===== src/ubs_pkg.sv =====
// package: constants and types for the usb buffer count and suspend block
// How it works
// - each endpoint buffer keeps a byte count of room left for host data.
// - every error-free bulk packet, in or out, reduces that byte count.
// - bus idle for more than 3 ms moves the interface into l2 suspend.
// - in suspend, host bus activity or a software wake request resumes.
// - remote wake-up is optional; it is provided behind an enable.
package ubs_pkg;
  localparam int NUM_EP = 4;
  localparam int EP_W = 2;
  localparam int CNT_W = 11;
  localparam int FIFO_DEPTH = 4;
  localparam int FIFO_W = EP_W + CNT_W + 1;
  localparam logic [CNT_W-1:0] COUNT_RESET = 11'h000;
  localparam int CLK_MHZ = 100;
  localparam int IDLE_MS = 3;
  // strictly longer than 3 ms: one cycle past the figure
  localparam int IDLE_CYCLES = IDLE_MS * 1000 * 1000 * CLK_MHZ / 1000 + 1;
  localparam int WAKE_US = 1000;
  localparam int WAKE_CYCLES = WAKE_US * CLK_MHZ;
  localparam int TMR_W = 20;
  typedef enum logic [2:0] {
    UBS_ACTIVE = 3'h1,
    UBS_SUSPEND = 3'h2,
    UBS_WAKE = 3'h4
  } ubs_state_t;
endpackage


===== src/ubs_fifo.sv =====
// file: small flip-flop fifo with valid/ready on both sides
`timescale 1ns/1ps
module ubs_fifo #(
  parameter int WIDTH = 8,
  parameter int DEPTH = 4
) (
  // clock and reset
  input wire logic clk,
  input wire logic rstn,
  // fill side
  input wire logic in_valid,
  output logic in_ready,
  input wire logic [WIDTH-1:0] in_data,
  // drain side
  output logic out_valid,
  input wire logic out_ready,
  output logic [WIDTH-1:0] out_data
);
  localparam int AW = $clog2(DEPTH);
  logic [WIDTH-1:0] mem [DEPTH];
  logic [AW-1:0] wr_ptr;
  logic [AW-1:0] rd_ptr;
  logic [AW:0] count;
  logic [AW:0] next_count;
  wire push = in_valid && in_ready;
  wire pop = out_valid && out_ready;
  assign next_count = count + (AW+1)'(push) - (AW+1)'(pop);
  assign out_valid = (count != '0);
  assign out_data = mem[rd_ptr];
  always_ff @(posedge clk or negedge rstn) begin
    if (!rstn) begin
      wr_ptr <= '0;
      rd_ptr <= '0;
      count <= '0;
      in_ready <= 1'b1;
    end else begin
      if (push) wr_ptr <= (wr_ptr == AW'(DEPTH-1)) ? '0 : wr_ptr + 1'b1;
      if (pop) rd_ptr <= (rd_ptr == AW'(DEPTH-1)) ? '0 : rd_ptr + 1'b1;
      count <= next_count;
      // registered so the ready seen outside comes straight from a flop
      in_ready <= (next_count != (AW+1)'(DEPTH));
    end
  end
  always_ff @(posedge clk) begin
    if (push) mem[wr_ptr] <= in_data;
  end
endmodule


===== src/ubs_top.sv =====
// file: endpoint byte counting and l2 suspend / remote wake control
`timescale 1ns/1ps
module ubs_top #(
  parameter int IDLE_CYCLES = ubs_pkg::IDLE_CYCLES,
  parameter int WAKE_CYCLES = ubs_pkg::WAKE_CYCLES
) (
  // clock and reset
  input wire logic clk,
  input wire logic rstn,
  // buffer descriptor load from software
  input wire logic load_valid,
  input wire logic [ubs_pkg::EP_W-1:0] load_ep,
  input wire logic [ubs_pkg::CNT_W-1:0] load_count,
  // packet completion from the protocol engine
  input wire logic pkt_valid,
  output logic pkt_ready,
  input wire logic [ubs_pkg::EP_W-1:0] pkt_ep,
  input wire logic [ubs_pkg::CNT_W-1:0] pkt_bytes,
  input wire logic pkt_bulk,
  input wire logic pkt_error,
  // byte count readback
  input wire logic [ubs_pkg::EP_W-1:0] rd_ep,
  output logic [ubs_pkg::CNT_W-1:0] rd_count,
  // bus activity and wake-up
  input wire logic bus_activity,
  input wire logic wake_enable,
  input wire logic wake_request,
  output logic suspended,
  output logic resume_drive
);
  logic act_s1;
  logic act_s2;
  logic [ubs_pkg::CNT_W-1:0] byte_count [ubs_pkg::NUM_EP];
  logic [ubs_pkg::CNT_W-1:0] next_count [ubs_pkg::NUM_EP];
  logic q_valid;
  logic [ubs_pkg::FIFO_W-1:0] q_data;
  logic [ubs_pkg::TMR_W-1:0] timer;
  ubs_pkg::ubs_state_t state;
  ubs_pkg::ubs_state_t next_state;

  // bus activity comes from the line receiver, outside this clock
  always_ff @(posedge clk or negedge rstn) begin
    if (!rstn) begin
      act_s1 <= 1'b0;
      act_s2 <= 1'b0;
    end else begin
      act_s1 <= bus_activity;
      act_s2 <= act_s1;
    end
  end

  // failed and non-bulk packets are dropped here so the fifo only holds work
  wire pkt_keep = pkt_bulk && !pkt_error;
  ubs_fifo #(
    .WIDTH(ubs_pkg::FIFO_W),
    .DEPTH(ubs_pkg::FIFO_DEPTH)
  ) u_fifo (
    .clk(clk),
    .rstn(rstn),
    .in_valid(pkt_valid && pkt_keep),
    .in_ready(pkt_ready),
    .in_data({1'b1, pkt_ep, pkt_bytes}),
    .out_valid(q_valid),
    .out_ready(!load_valid),
    .out_data(q_data)
  );
  // a software load takes the count port; draining waits for as long as load_valid is high
  wire q_take = q_valid && !load_valid;
  wire q_mark = q_data[ubs_pkg::FIFO_W-1];
  wire [ubs_pkg::EP_W-1:0] q_ep = q_data[ubs_pkg::CNT_W +: ubs_pkg::EP_W];
  wire [ubs_pkg::CNT_W-1:0] q_bytes = q_data[ubs_pkg::CNT_W-1:0];

  genvar i;
  generate
    for (i = 0; i < ubs_pkg::NUM_EP; i++) begin : g_ep
      wire hit_load = load_valid && (load_ep == ubs_pkg::EP_W'(i));
      wire hit_pkt = q_take && q_mark && (q_ep == ubs_pkg::EP_W'(i));
      // subtract payload bytes, saturating at zero
      wire [ubs_pkg::CNT_W-1:0] dec = (q_bytes > byte_count[i]) ? '0 : byte_count[i] - q_bytes;
      assign next_count[i] = hit_load ? load_count : (hit_pkt ? dec : byte_count[i]);
      always_ff @(posedge clk or negedge rstn) begin
        if (!rstn) byte_count[i] <= ubs_pkg::COUNT_RESET;
        else byte_count[i] <= next_count[i];
      end
    end
  endgenerate

  always_ff @(posedge clk or negedge rstn) begin
    if (!rstn) rd_count <= ubs_pkg::COUNT_RESET;
    else rd_count <= byte_count[rd_ep];
  end

  wire idle_done = (timer >= ubs_pkg::TMR_W'(IDLE_CYCLES - 1));
  wire wake_done = (timer >= ubs_pkg::TMR_W'(WAKE_CYCLES - 1));
  always_comb begin
    next_state = state;
    case (state)
      ubs_pkg::UBS_ACTIVE: begin
        if (!act_s2 && idle_done) next_state = ubs_pkg::UBS_SUSPEND;
      end
      ubs_pkg::UBS_SUSPEND: begin
        // host traffic, or a wake request while wake_enable is high, resumes
        if (act_s2) next_state = ubs_pkg::UBS_ACTIVE;
        else if (wake_request && wake_enable) next_state = ubs_pkg::UBS_WAKE;
      end
      ubs_pkg::UBS_WAKE: begin
        if (wake_done) next_state = ubs_pkg::UBS_ACTIVE;
      end
      default: next_state = ubs_pkg::UBS_ACTIVE;
    endcase
  end

  always_ff @(posedge clk or negedge rstn) begin
    if (!rstn) begin
      state <= ubs_pkg::UBS_ACTIVE;
      timer <= '0;
    end else begin
      state <= next_state;
      // host traffic during remote wake must not stretch the wake pulse
      if (next_state != state || (act_s2 && state != ubs_pkg::UBS_WAKE)) timer <= '0;
      else if (!(idle_done && wake_done)) timer <= timer + 1'b1;
    end
  end

  always_ff @(posedge clk or negedge rstn) begin
    if (!rstn) begin
      suspended <= 1'b0;
      resume_drive <= 1'b0;
    end else begin
      suspended <= (next_state == ubs_pkg::UBS_SUSPEND);
      resume_drive <= (next_state == ubs_pkg::UBS_WAKE);
    end
  end
endmodule


===== config.mk =====
export PLATFORM = sky130hd
export DESIGN_NAME = ubs_top
export DESIGN_NICKNAME = d
export VERILOG_FILES = /design/src/ubs_pkg.sv /design/src/ubs_fifo.sv /design/src/ubs_top.sv
export SDC_FILE = /design/constraint.sdc
export NUM_CORES = 1
export LEC_CHECK = 0
export ABC_CLOCK_PERIOD_IN_PS = 3100
export BUFFER_PORTS_ARGS = -buffer_cell sky130_fd_sc_hd__buf_2
export CAP_MARGIN = 20
export CORE_UTILIZATION = 47
export CTS_CLUSTER_DIAMETER = 120
export DETAILED_ROUTE_END_ITERATION = 8
export HOLD_SLACK_MARGIN = 0.1
export PLACE_DENSITY_LB_ADDON = 0.15
export SLEW_MARGIN = 40
export SYNTH_ARGS = -nofsm -noshare
export SYNTH_HDL_FRONTEND = slang
export SYNTH_SLANG_ARGS = --single-unit

===== constraint.sdc =====
create_clock -name clk -period 3.1 [get_ports clk]
set_input_delay 0.155 -clock clk [delete_from_list [all_inputs] [get_ports clk]]
set_output_delay 0.155 -clock clk [all_outputs]
set_load 0.01 [all_outputs]

# After elaboration in Yosys (flattened, before gate mapping)
# Memories as Yosys holds them, arrays and structs flattened.
# Index checks and enable logic that the tools add are counted.
dict set report word_totals {
  reg_bits 90
  ramBits 52
  in_bits 37
  output_inout_bits 14
  wordCells 104
  memories 1
}
dict set report op_classes {
  add_sub_neg 9
  magnitude_cmp 7
  eq_ne 17
  mux 26
  n_bitwise 1
  n_reduce_logical 28
}
# memory words word_bits rd rd_ports_with_merged_regs write_ports line
set memory_table {}
lappend memory_table {u_fifo.mem 4 13 1 0 1 ubs_fifo.sv:20} ;# logic [WIDTH-1:0] mem [DEPTH];
# operator count
set ops {}
lappend ops {{11-bit 2-to-1 mux} 14}
lappend ops {{11-bit > comparator} 4}
lappend ops {{11-bit subtractor} 4}
lappend ops {{20-bit 2-to-1 mux} 2}
lappend ops {{11-bit binary-select mux with 2-bit select} 1}
lappend ops {{20-bit by 1-bit adder with 20-bit output, second input constant} 1}
lappend ops {{20-bit by 17-bit >= comparator with 1-bit output, second input constant} 1}
lappend ops {{20-bit by 19-bit >= comparator with 1-bit output, second input constant} 1}
lappend ops {{1-bit logical AND} 16}
lappend ops {{2-bit equality test, second input constant} 6}
lappend ops {{3-bit 2-to-1 mux} 4}
lappend ops {{3-bit case mux with 3 select lines} 1}
lappend ops {{2-bit nonzero test} 4}
lappend ops {{3-bit by 2-bit equality test with 1-bit output, second input constant} 2}
lappend ops {{3-bit equality test, second input constant} 2}
lappend ops {{3-bit != test, second input constant} 2}
lappend ops {{2-bit by 1-bit adder with 2-bit output, second input constant} 2}
lappend ops {{2-bit by 1-bit equality test with 1-bit output, second input constant} 2}
lappend ops {{2-bit logical NOT} 2}
lappend ops {{2-bit 2-to-1 mux} 2}
lappend ops {{3-bit by 1-bit adder with 3-bit output} 1}
lappend ops {{3-bit by 1-bit equality test with 1-bit output, second input constant} 1}
lappend ops {{3-bit >= comparator, second input constant} 1}
lappend ops {{1-bit logical NOT} 3}
lappend ops {{8 further kinds} 9}

# Longest topological paths before layout
# Gate-level depths: netlist of run 1.
dict set report logic_depth {
  depth_word 7
  ltp_mapped 12
  mapped_depth_nobuf 11
}

# Modules after synthesis
# Synthesis of run 1 repeated with hierarchy kept, for this count alone.
dict set report unflattened {
  hier_cells 718
  hier_area_um2 8194.1
}
# mod instances cells_each area_each_um2 seq_area_each_um2
set by_module_without_submodules {}
lappend by_module_without_submodules {ubs_top 1 607 5681.7 2053.2}
lappend by_module_without_submodules {ubs_fifo 1 111 2512.4 1883.1}

# Worst setup path before layout of run 1
# No wires, ideal clock.
dict set report synth_path {
  path_type {flip-flop to flip-flop}
  start {register u_fifo.rd_ptr[0]}
  end {register byte_count[18] (netlist name)}
  setup_time_ps 142
  arrival_time_ps 2987
  required_time_ps 2958
  setup_slack_ps -30
  path_stages_with_launch 13
  path_buffers 3
  period_less_slack_ps 3130
  path_cell_list {dfrtp_1 buf_6 clkbuf_1 mux4_2 inv_1 ha_1 o21a_1 o21a_1 a21o_1 nand4_1 a21o_1 clkbuf_1 o221ai_1}
}
dict set report synth_between {
  elab_chain_cells 5
  elab_cells_between_ends 9
  classes_between {1 x add/sub; 1 x order compare; 1 x eq/ne; 3 x mux; 2 x reduce/logical; 1 x memory}
}
# item line
set synth_rtl {}
lappend synth_rtl {{from (decl)} ubs_fifo.sv:22} ;# logic [AW-1:0] rd_ptr;
lappend synth_rtl {{from (signal assigned)} ubs_fifo.sv:38} ;# if (pop) rd_ptr <= (rd_ptr == AW'(DEPTH-1)) ? '0 : rd_ptr + 1'b1;
lappend synth_rtl {{memory read 4 x 13 bit (*)} n/a}
lappend synth_rtl {{11-bit subtractor / 11-bit > comparator (equally long branches)} ubs_top.sv:79} ;# wire [ubs_pkg::CNT_W-1:0] dec = (q_bytes > byte_count[i]) ? '0 : byte_count[i] - q_bytes;
lappend synth_rtl {{11-bit 2-to-1 mux} ubs_top.sv:79}
lappend synth_rtl {{11-bit 2-to-1 mux (2 in series)} ubs_top.sv:80} ;# assign next_count[i] = hit_load ? load_count : (hit_pkt ? dec : byte_count[i]);
lappend synth_rtl {{to (signal, indexed assignment)} ubs_top.sv:82} ;# if (!rstn) byte_count[i] <= ubs_pkg::COUNT_RESET;
lappend synth_rtl {{to (signal, indexed assignment)} ubs_top.sv:83} ;# else byte_count[i] <= next_count[i];
lappend synth_rtl {{to (decl)} ubs_top.sv:33} ;# logic [ubs_pkg::CNT_W-1:0] byte_count [ubs_pkg::NUM_EP];
# Every way passes the cells marked *; elsewhere a longest branch is shown, timed or not. The select of a mux whose other input is x is not followed.
# A chain may end at the register's enable or synchronous reset.

# Final worst setup path of run 1
dict set report layout_path {
  start {register u_fifo.rd_ptr[0]}
  end {register byte_count[43] (netlist name)}
}
# Same word-level chain as after synthesis.

==> run summary, run 1 <==
Status: finished, final reports clean
Area delta synth->final: 17.9%
Layout Cells excl Fill: 1020
TritonCTS clock tree: built
Routed Antenna Nets: 0
Clock power frac: 0.209
Worst relative slew slack: 0.534
Syn_nets: 793
Slew @ Worst Pin: 0.699 ns
Synth async-reset ratio: 0.634
RD Place Congestion: 0.946
FF+latch count, synth: 142
Internal: 5.66 mW
EDFF count, synth: 52
Routed len/inst: 18.4 um
Seq/Total Area, Yosys: 0.481
Critical Path Start: u_fifo.rd_ptr[0]
Syn_area_per_cell: 11.4 um2
Routing usage on met3: 0.0604
Cell row count: 47
Synth Instances: 698
Router iterations before antenna repair: 8
RSZ-0062 raised after global routing: no
Netlist cell types: 55
Vias in the first global route: 5918
Clock latency at the later pin of the worst-skew pair: 0.43 ns
Die height: 132 um
CTS max path bufs: 2
Tcrit/Tclk final: 0.941
Worst hold path type: in2async
Setup crit start kind: register
Starting Density: 0.480
TNS Setup: 0 ns
Total setup buffers inserted after CTS: 0
Detailed placer's ending HPWL: 13.8 mm
Syn. warnings: 0
Largest net degree at the start of global routing: 35
Critical Path RT: 3.38 ns
Min cycle time layout: 2.92 ns
Reg2Reg Launch Point: u_fifo.rd_ptr[0]
Core Region: 0.0165 mm2
Maximum VDD drop: 0.000511 V
Met1 Use GR: 0.325
H-tree depth: 4
CP Max Fanout: 12
Sink Count: 142
Gr busiest metal: met2
First-pass GRT wire length: 31.2 mm
Nets@finish: 882
DRC: 0
Power Dens Cells: 1010 mW/mm2
Part of the power in registers: 0.294
Vias/cell: 5.72
CTS buffer count: 17
Initial antenna violation count: 0
Setup violators final: 0
Sw Pwr: 3.76 mW
Worst-path clk slew: 0.06 ns
Crit Path Category: reg2reg
Top-area cell type share of the netlist area: 0.278
Syn Std Cell Area: 0.00793 mm2
Post-synth top area cell: dfrtp_1
Top FF cell, synth: dfrtp_1
IO Port Bufs: 50
Placed Instances: 959
Top achievable clock speed: 343 MHz
CTS Root Cell: clkbuf_16
Most common cell in the netlist: dfrtp_1
Final Hold Vio Count: 0
Share of layout cells above drive strength 1: 0.159
Top post-synthesis cells by area: dfrtp_1 28%, edfxtp_1 20%, ha_1 8.4%, mux4_2 6.3%, xor2_1 3.3%
Most frequent cells after synthesis: 88 x dfrtp_1, 53 x ha_1, 52 x edfxtp_1
Leak pwr: 4.04 nW
Io pins: 51
Total GRT Usage: 0.233
Max Slew Vio Count: 0
Antenna diode count: 0
Grt met2 use: 0.364
CP arrival: 3.20 ns
MaxCap Viol Count: 0
Initial drt markers: 386
Grt ovf: 0
Drt total wl: 18.7 mm
Sw Ratio: 0.399
Vias after detailed routing: 5834
Clock Skew: 0.00826 ns
Part of the power in combinational logic: 0.497
Critical Path Sink Type: register
Die W: 132 um
Die area: 0.0174 mm2
worst max-delay path: stages (launching register included):
cell and delay (ns):
dfrtp_2 0.42, buf_12 0.17, mux4_2 0.50, inv_1 0.20, ha_1 0.33, a21o_1 0.20, a21oi_1 0.13, o21ai_0 0.17
a31oi_1 0.37, o21a_1 0.15, o311ai_0 0.12
layout make-up:
class / instances / area (um2)
Multi-Input combinational cell: 497 / 3900
Tap cell: 220 / 275
Clock buffer: 18 / 429
Fill cell: 1368 / 7180
Clock inverter: 14 / 131
Sequential cell: 142 / 3820
Inverter: 36 / 135
Timing Repair Buffer: 93 / 661
layer usage:
layer	wire length (um)	vias to the layer above	share of wire
li1	-	2774	-
met1	8720	2866	0.47
met2	8720	181	0.47
met3	1130	13	0.060
met4	167	0	0.0089
met5	0	-	0
logic make-up after synthesis:
logic type / share of synthesized area
fa+ha+maj: 0.0963
xor+xnor: 0.0586
simple gates: 0.116
compound gates: 0.149
mux: 0.0691
buf+inv: 0.0298
flops: 0.481
registers in the layout (all words and copies together), names as in the netlist:
name,count
act_s2,1
timer,20
rd_count,11
resume_drive,1
u_fifo.in_ready,1
u_fifo.mem,52
u_fifo.wr_ptr,2
u_fifo.count,3
act_s1,1
suspended,1
u_fifo.rd_ptr,2
state,3
byte_count,44
repair_timing:
action / 4_1_cts / 5_1_grt
setup endpoints to repair: 0 / 44
hold buffers: 29 / 0
gates resized for setup: 0 / 8
hold endpoints to repair: 127 / 0
through the flow:
stage / hold slack (ns) / area, um2 / setup WS (ns) / power (mW) / utilization
after floorplan: -0.141 / 7930 / 0.187 / 6.24 / -
after global placement: 0.132 / 8470 / 0.169 / 7.22 / 0.513
after detailed placement: 0.133 / 8470 / 0.101 / 7.36 / 0.513
after CTS: 0.208 / 9320 / 0.0732 / 9.38 / 0.564
after global routing: 0.222 / 9350 / 0.0245 / 10.2 / 0.566
final: 0.219 / 9350 / 0.182 / 9.42 / 0.566
layout by cell type (no fill, tap or decap), drive strengths merged, types with 5 or more instances in the layout:
cell	instances
dfrtp	88
nand3	20
buf	64
nor2b	6
o21ai	46
a21oi	23
xnor2	23
a31oi	8
nor4	5
a22oi	22
edfxtp	52
xor2	30
and2	7
nand2b	8
o21a	12
nor2	44
nand4	12
o221ai	11
clkbuf	18
nor3	10
mux4	24
o211ai	8
dlygate4sd3	29
inv	43
nand2	51
ha	53
fa	5
and3	5
a21o	25
final timing paths:
kind | end | slack [ns] | cells past startpoint
min | rd_count[8] | 0.22 | 2
max reg2reg | byte_count[43] | 0.18 | 10
min in group clk | rd_count[8] | 0.23 | 2
max in group asynchronous | timer[4] | 2.06 | 3
min reg2reg | act_s2 | 0.34 | 0
max | byte_count[43] | 0.18 | 10
power by group through the flow:
stage | combinational [mW] | clock [mW] | sequential (mW)
CTS | 4.62 | 2.01 | 2.76
detailed placement | 4.56 | 0 | 2.79
global route | 5.28 | 2.09 | 2.82
floorplan | 3.56 | 0 | 2.68
finish | 4.68 | 1.97 | 2.77
global placement | 4.44 | 0 | 2.77
(Power assumes the default switching activity.)
==> run 2, diff against run 1 <==
--- a/config.mk
+++ b/config.mk
@@ -12,7 +12,7 @@
 export CTS_CLUSTER_DIAMETER = 120
 export DETAILED_ROUTE_END_ITERATION = 8
 export HOLD_SLACK_MARGIN = 0.1
-export PLACE_DENSITY_LB_ADDON = 0.15
+export PLACE_DENSITY_LB_ADDON = 0.08
 export SLEW_MARGIN = 40
 export SYNTH_ARGS = -nofsm -noshare
 export SYNTH_HDL_FRONTEND = slang
==> run summary, run 2 (same netlist as run 1, synthesis figures left out) <==
Status: finished, final reports clean (unchanged)
Share of layout cells above drive strength 1: 0.160 (was 0.159)
Critical Path RT: 3.40 ns (was 3.38 ns)
Dpl cell area: 0.00847 mm2 (unchanged)
Setup violators final: 0 (unchanged)
Initial antenna violation count: 0 (unchanged)
Largest net degree at the start of global routing: 42 (was 35)
Tcrit/Tclk final: 0.948 (was 0.941)
MaxCap Viol Count: 0 (unchanged)
CTS Root Cell: clkbuf_16 (unchanged)
Worst hold path type: in2reg (was in2async)
H-tree depth: 4 (unchanged)
Clock power frac: 0.204 (was 0.209)
Final hold slack: 0.208 ns (was 0.219 ns)
Biggest regs: u_fifo.mem x52, byte_count x44, timer x20 (unchanged)
CTS buffer count: 17 (unchanged)
Final Hold Vio Count: 0 (unchanged)
Fillers: 1418 (was 1368)
Sink Count: 142 (unchanged)
Slew @ Worst Pin: 0.705 ns (was 0.699 ns)
Top achievable clock speed: 340 MHz (was 343 MHz)
Most frequent cells in the layout: 87 x dfrtp_1, 53 x ha_1, 52 x edfxtp_1 (unchanged)
Worst-path clk slew: 0.06 ns (about the same)
Setup crit start kind: register (unchanged)
Seq. cell area: 0.00382 mm2 (unchanged)
Vias after detailed routing: 5850 (was 5834)
CP dominant cell by count: o21ai_0
Antenna diode count: 0 (unchanged)
Part of the power in combinational logic: 0.501 (was 0.497)
Initial drt markers: 387 (was 386)
Sw Ratio: 0.406 (was 0.399)
Die area: 0.0174 mm2 (unchanged)
CP max stage delay: 0.46 ns (was 0.50 ns)
Delay-heaviest family, CP: compound AO/OA/AOI/OAI gates (unchanged)
Biggest register: u_fifo.mem (unchanged)
Vias/cell: 5.74 (was 5.72)
RD Place Congestion: 0.932 (was 0.946)
Max Slew Vio Count: 0 (unchanged)
TritonCTS clock tree: built (unchanged)
Routed Antenna Nets: 0 (unchanged)
Router iterations before antenna repair: 5 (was 8)
Part of the power in registers: 0.295 (was 0.294)
Die W: 132 um (unchanged)
Io pins: 51 (unchanged)
Buffers & Inverters on Critical Path: 2 (unchanged)
Internal: 5.57 mW (was 5.66 mW)
Worst relative slew slack: 0.530 (was 0.534)
Util after Layout: 0.565 (was 0.566)
Placed Instances: 959 (unchanged)
Layout Cells excl Fill: 1020 (unchanged)
Starting Density: 0.480 (unchanged)
Total power draw: 9.38 mW (was 9.42 mW)
DRC: 0 (unchanged)
Total setup buffers inserted after CTS: 0 (unchanged)
First-pass GRT wire length: 30.4 mm (was 31.2 mm)
Cell row count: 47 (unchanged)
Core Region: 0.0165 mm2 (unchanged)
Clock Skew: 0.0138 ns (was 0.00826 ns)
CTS max path bufs: 2 (unchanged)
Crit Path Category: reg2reg (unchanged)
Commonest non-fill, non-tap cell in the layout: dfrtp_1 (unchanged)
Critical Path Sink Type: register (unchanged)
Multi-input logic area: 0.00390 mm2 (about the same)
Nets@finish: 882 (unchanged)
Max reg flops: 52 (unchanged)
Power Dens Cells: 1010 mW/mm2 (about the same)
Min cycle time layout: 2.94 ns (was 2.92 ns)
Detailed placer's ending HPWL: 13.9 mm (was 13.8 mm)
CP Max Fanout: 6 (was 12)
Routed len/inst: 18.3 um (was 18.4 um)
Grt ovf: 0 (unchanged)
TNS Setup: 0 ns (unchanged)
Final instance area: 0.00933 mm2 (was 0.00935 mm2)
CP arrival: 3.23 ns (was 3.20 ns)
IO Port Bufs: 50 (unchanged)
Post-place setup slack: -0.0531 ns (was 0.101 ns)
Slowest cell on crit path: dfrtp_2 (was mux4_2)
Vias in the first global route: 5799 (was 5918)
Sw Pwr: 3.81 mW (was 3.76 mW)
Die height: 132 um (unchanged)
Area delta synth->final: 17.7% (was 17.9%)
Maximum VDD drop: 0.000605 V (was 0.000511 V)
Drt total wl: 18.6 mm (was 18.7 mm)
Leak pwr: 4.04 nW (about the same)
Crit-path cells: mux4_1 -> inv_1 -> buf_4 -> fa_1 -> a211oi_1 -> o21ai_0 -> a21o_1 -> a31oi_1 -> xor2_1 -> o21ai_0 (was buf_12 -> mux4_2 -> inv_1 -> ha_1 -> a21o_1 -> a21oi_1 -> o21ai_0 -> a31oi_1 -> o21a_1 -> o311ai_0)
Clock latency at the later pin of the worst-skew pair: 0.43 ns (about the same)
Total GRT Usage: 0.227 (was 0.233)
Final worst slack: 0.162 ns (was 0.182 ns)
## run 2: changes by cell type in the layout (fill, tap and decap cells not counted), sizes merged
| cell | change |
|---|---|
| bufinv | -1 |
| clkbuf | -1 |
| inv | +2 |
## run 2: area by class of cell
cell class                      instances  share of cell area
Clock buffer                           17              0.0456
Clock inverter                         15              0.0133
Tap cell                              220              0.0295
Sequential cell                       142               0.409
Inverter                               36              0.0145
Timing Repair Buffer                   93              0.0708
Multi-Input combinational cell        497               0.417
## run 2: path summary, 6_finish.rpt
kind,startpoint,endpoint,slack (ns),depth (start not counted)
max reg2reg,u_fifo.rd_ptr[0],byte_count[10],0.16,10
min in group asynchronous,rstn,timer[5],0.26,2
max,u_fifo.rd_ptr[0],byte_count[10],0.16,10
max in group asynchronous,rstn,byte_count[9],2.00,3
min reg2reg,act_s1,act_s2,0.35,0
min,rd_ep[1],rd_count[9],0.21,2
## run 2: layer usage
metal  GRT usage  part of all wire
met1       0.314              0.48
met2       0.357              0.46
met3      0.0477             0.050
met4      0.0691             0.012
met5           0                 0
## run 2: what timing repair did
| action | 4_1_cts | 5_1_grt |
|---|---|---|
| hold endpoints to repair | 138 | 0 |
| hold buffers | 29 | 0 |
| setup endpoints to repair | 1 | 43 |
| gates resized for setup | 1 | 7 |
## run 2: power by group through the flow
| stage | logic, mW | registers (mW) | clock network (mW) |
|---|---|---|---|
| after detailed placement | 4.60 | 2.79 | 0 |
| after CTS | 4.65 | 2.76 | 1.95 |
| after global placement | 4.49 | 2.77 | 0 |
| after global routing | 5.25 | 2.82 | 2.03 |
| after floorplan | 3.56 | 2.68 | 0 |
| final | 4.71 | 2.76 | 1.91 |
==> run 3, diff against run 2 <==
--- a/config.mk
+++ b/config.mk
@@ -13,7 +13,9 @@
 export DETAILED_ROUTE_END_ITERATION = 8
 export HOLD_SLACK_MARGIN = 0.1
 export PLACE_DENSITY_LB_ADDON = 0.08
+export REMOVE_ABC_BUFFERS = 1
 export SLEW_MARGIN = 40
 export SYNTH_ARGS = -nofsm -noshare
 export SYNTH_HDL_FRONTEND = slang
+export SYNTH_HIERARCHICAL = 1
 export SYNTH_SLANG_ARGS = --single-unit
==> run summary, run 3 <==
Status: finished, final reports clean (unchanged)
TritonCTS clock tree: built (unchanged)
Total power draw: 10.3 mW (was 9.38 mW)
Layout Cells excl Fill: 1061 (was 1020)
Internal: 6.21 mW (was 5.57 mW)
Crit Path Category: reg2reg (unchanged)
Share of layout cells above drive strength 1: 0.203 (was 0.160)
RD Place Congestion: 0.939 (was 0.932)
Setup violators final: 0 (unchanged)
Buffers & Inverters on Critical Path: 2 (unchanged)
Biggest register: u_fifo/mem (was u_fifo.mem)
Hold depth: 2 (unchanged)
Placed Instances: 1000 (was 959)
EDFF count, synth: 56 (was 52)
Top achievable clock speed: 337 MHz (was 340 MHz)
MaxCap Viol Count: 0 (unchanged)
FF+latch count, synth: 146 (was 142)
Syn_area_per_cell: 11.4 um2 (about the same)
Most common cell in the netlist: dfrtp_1 (unchanged)
Clock Skew: 0.00992 ns (was 0.0138 ns)
Part of the power in registers: 0.278 (was 0.295)
Leak pwr: 4.18 nW (was 4.04 nW)
CTS Root Cell: clkbuf_16 (unchanged)
Commonest non-fill, non-tap cell in the layout: dfrtp_1 (unchanged)
Core Region: 0.0168 mm2 (was 0.0165 mm2)
Sw Pwr: 4.08 mW (was 3.81 mW)
Syn Std Cell Area: 0.00819 mm2 (was 0.00793 mm2)
Clock power frac: 0.203 (was 0.204)
CP Max Fanout: 10 (was 6)
Area delta synth->final: 19.7% (was 17.7%)
Min cycle time layout: 2.96 ns (was 2.94 ns)
Detailed placer's ending HPWL: 14.6 mm (was 13.9 mm)
Top-area cell type share of the netlist area: 0.269 (was 0.278)
H-tree depth: 4 (unchanged)
IO Port Bufs: 50 (unchanged)
CP max stage delay: 0.43 ns (was 0.46 ns)
Post-place setup slack: -0.0648 ns (was -0.0531 ns)
Syn. warnings: 6 (was 0)
Die height: 134 um (was 132 um)
Synth async-reset ratio: 0.616 (was 0.634)
Top FF cell, synth: dfrtp_1 (unchanged)
Fillers: 1425 (was 1418)
CTS buffer count: 17 (unchanged)
Slew @ Worst Pin: 0.781 ns (was 0.705 ns)
TNS Setup: 0 ns (unchanged)
Nets@finish: 923 (was 882)
Critical Path RT: 3.39 ns (was 3.40 ns)
Worst hold path type: in2reg (unchanged)
DRC: 0 (unchanged)
Io pins: 51 (unchanged)
Vias/cell: 5.73 (was 5.74)
Final hold slack: 0.208 ns (about the same)
Critical Path Sink Type: register (unchanged)
CTS max path bufs: 2 (unchanged)
Worst relative slew slack: 0.477 (was 0.530)
Crit-path cells: buf_12 -> mux4_2 -> ha_1 -> inv_1 -> fa_1 -> a211oi_2 -> o21bai_1 -> a31o_2 -> a21oi_1 -> xor2_1 -> o221ai_1 (was mux4_1 -> inv_1 -> buf_4 -> fa_1 -> a211oi_1 -> o21ai_0 -> a21o_1 -> a31oi_1 -> xor2_1 -> o21ai_0)
Grt ovf: 0 (unchanged)
Die area: 0.0180 mm2 (was 0.0174 mm2)
Die W: 134 um (was 132 um)
Biggest regs: u_fifo/mem x56, byte_count x44, timer x20 (was u_fifo.mem x52, byte_count x44, timer x20)
Post-synth top area cell: dfrtp_1 (unchanged)
Router iterations before antenna repair: 5 (unchanged)
Vias in the first global route: 6125 (was 5799)
Tcrit/Tclk final: 0.956 (was 0.948)
Seq/Total Area, Yosys: 0.480 (was 0.481)
Dpl cell area: 0.00887 mm2 (was 0.00847 mm2)
Antenna diode count: 0 (unchanged)
Final Hold Vio Count: 0 (unchanged)
Power Dens Cells: 1050 mW/mm2 (was 1010 mW/mm2)
Worst-path clk slew: 0.07 ns (was 0.06 ns)
Initial drt markers: 354 (was 387)
Delay-heaviest family, CP: compound AO/OA/AOI/OAI gates (unchanged)
Max Slew Vio Count: 0 (unchanged)
Util after Layout: 0.583 (was 0.565)
CP arrival: 3.26 ns (was 3.23 ns)
Routed len/inst: 18.5 um (was 18.3 um)
Sink Count: 146 (was 142)
Max reg flops: 56 (was 52)
First-pass GRT wire length: 32.2 mm (was 30.4 mm)
Drt total wl: 19.7 mm (was 18.6 mm)
Final worst slack: 0.136 ns (was 0.162 ns)
Starting Density: 0.487 (was 0.480)
Sw Ratio: 0.396 (was 0.406)
Synth Instances: 718 (was 698)
Most frequent cells in the layout: 88 x dfrtp_1, 57 x nor2_1, 56 x edfxtp_1 (was 87 x dfrtp_1, 53 x ha_1, 52 x edfxtp_1)
Vias after detailed routing: 6076 (was 5850)
Total GRT Usage: 0.237 (was 0.227)
Largest net degree at the start of global routing: 54 (was 42)
Critical path depth in cells: 11 (was 10)
Initial antenna violation count: 0 (unchanged)
Routed Antenna Nets: 0 (unchanged)
Clock latency at the later pin of the worst-skew pair: 0.43 ns (about the same)
RSZ-0062 raised after global routing: no
Top post-synthesis cells by area: dfrtp_1 27%, edfxtp_1 21%, ha_1 8.1%, mux4_2 5.2%, a21oi_1 3.3% (was dfrtp_1 28%, edfxtp_1 20%, ha_1 8.4%, mux4_2 6.3%, xor2_1 3.3%)
Most frequent cells after synthesis: 88 x dfrtp_1, 57 x nor2_1, 56 x edfxtp_1 (was 88 x dfrtp_1, 53 x ha_1, 52 x edfxtp_1)
Maximum VDD drop: 0.000644 V (was 0.000605 V)
Cell row count: 47 (unchanged)
Part of the power in combinational logic: 0.519 (was 0.501)
Final instance area: 0.00981 mm2 (was 0.00933 mm2)
Slowest cell on crit path: dfrtp_1 (was dfrtp_2)
Worst Reg2Reg Path Length in Cells: 11 (was 10)
Netlist cell types: 67 (was 55)
Setup crit start kind: register (unchanged)
## run 3: logic make-up after synthesis
kind of cell	count (synthesis)	synth area share
other	1	0.000458
XOR/XNOR	53	0.0583
flip-flops	146	0.480
adder cells (fa/ha/maj)	58	0.0931
AO/OA/AOI/OAI	176	0.145
buffers and inverters	60	0.0311
AND/OR/NAND/NOR	194	0.113
multiplexers	30	0.0782
## run 3: timing repair
action,in CTS,in global routing
hold buffers,28,0
pin swaps,0,2
setup endpoints to repair,4,31
hold endpoints to repair,149,0
gates resized for setup,4,19
buffers inserted,0,1
## run 3: power groups by stage
stage / Clock (mW) / Sequential [mW] / Combinational, mW
floorplan: 0 / 2.81 / 3.73
global placement: 0 / 2.87 / 4.97
finish: 2.09 / 2.86 / 5.34
CTS: 2.13 / 2.85 / 5.18
global route: 2.22 / 2.92 / 5.98
detailed placement: 0 / 2.88 / 5.10
## run 3: layout make-up
cell class	instances	area, um2	share of cell area
Inverter	40	153	0.0156
Clock inverter	15	168	0.0171
Tap cell	220	275	0.0281
Sequential cell	146	3940	0.401
Multi-Input combinational cell	515	4070	0.415
Clock buffer	17	425	0.0434
Timing Repair Buffer	108	783	0.0799
## run 3: worst register-to-register path, stage by stage, from the launching register on
cell      delay, ns
dfrtp_1        0.43
buf_12         0.17
mux4_2         0.41
ha_1           0.19
inv_1          0.06
fa_1           0.43
a211oi_2       0.25
o21bai_1       0.13
a31o_2         0.26
a21oi_1        0.20
xor2_1         0.16
o221ai_1       0.14
## run 3: final timing paths
kind | startpoint | endpoint | slack (ns)
max | u_fifo/rd_ptr[0] | byte_count[32] | 0.14
max in group asynchronous | rstn | u_fifo/in_ready | 1.97
min | rd_ep[1] | rd_count[8] | 0.21
min reg2reg | act_s1 | act_s2 | 0.35
max reg2reg | u_fifo/rd_ptr[0] | byte_count[32] | 0.14
min in group asynchronous | rstn | timer[10] | 0.32
## run 3: metal layers
metal | GRT usage | share of wire | up-vias
li1 | - | - | 2903
met1 | 0.321 | 0.46 | 3025
met2 | 0.388 | 0.48 | 127
met3 | 0.0472 | 0.046 | 21
met4 | 0.0630 | 0.012 | 0
met5 | 0 | 0 | -
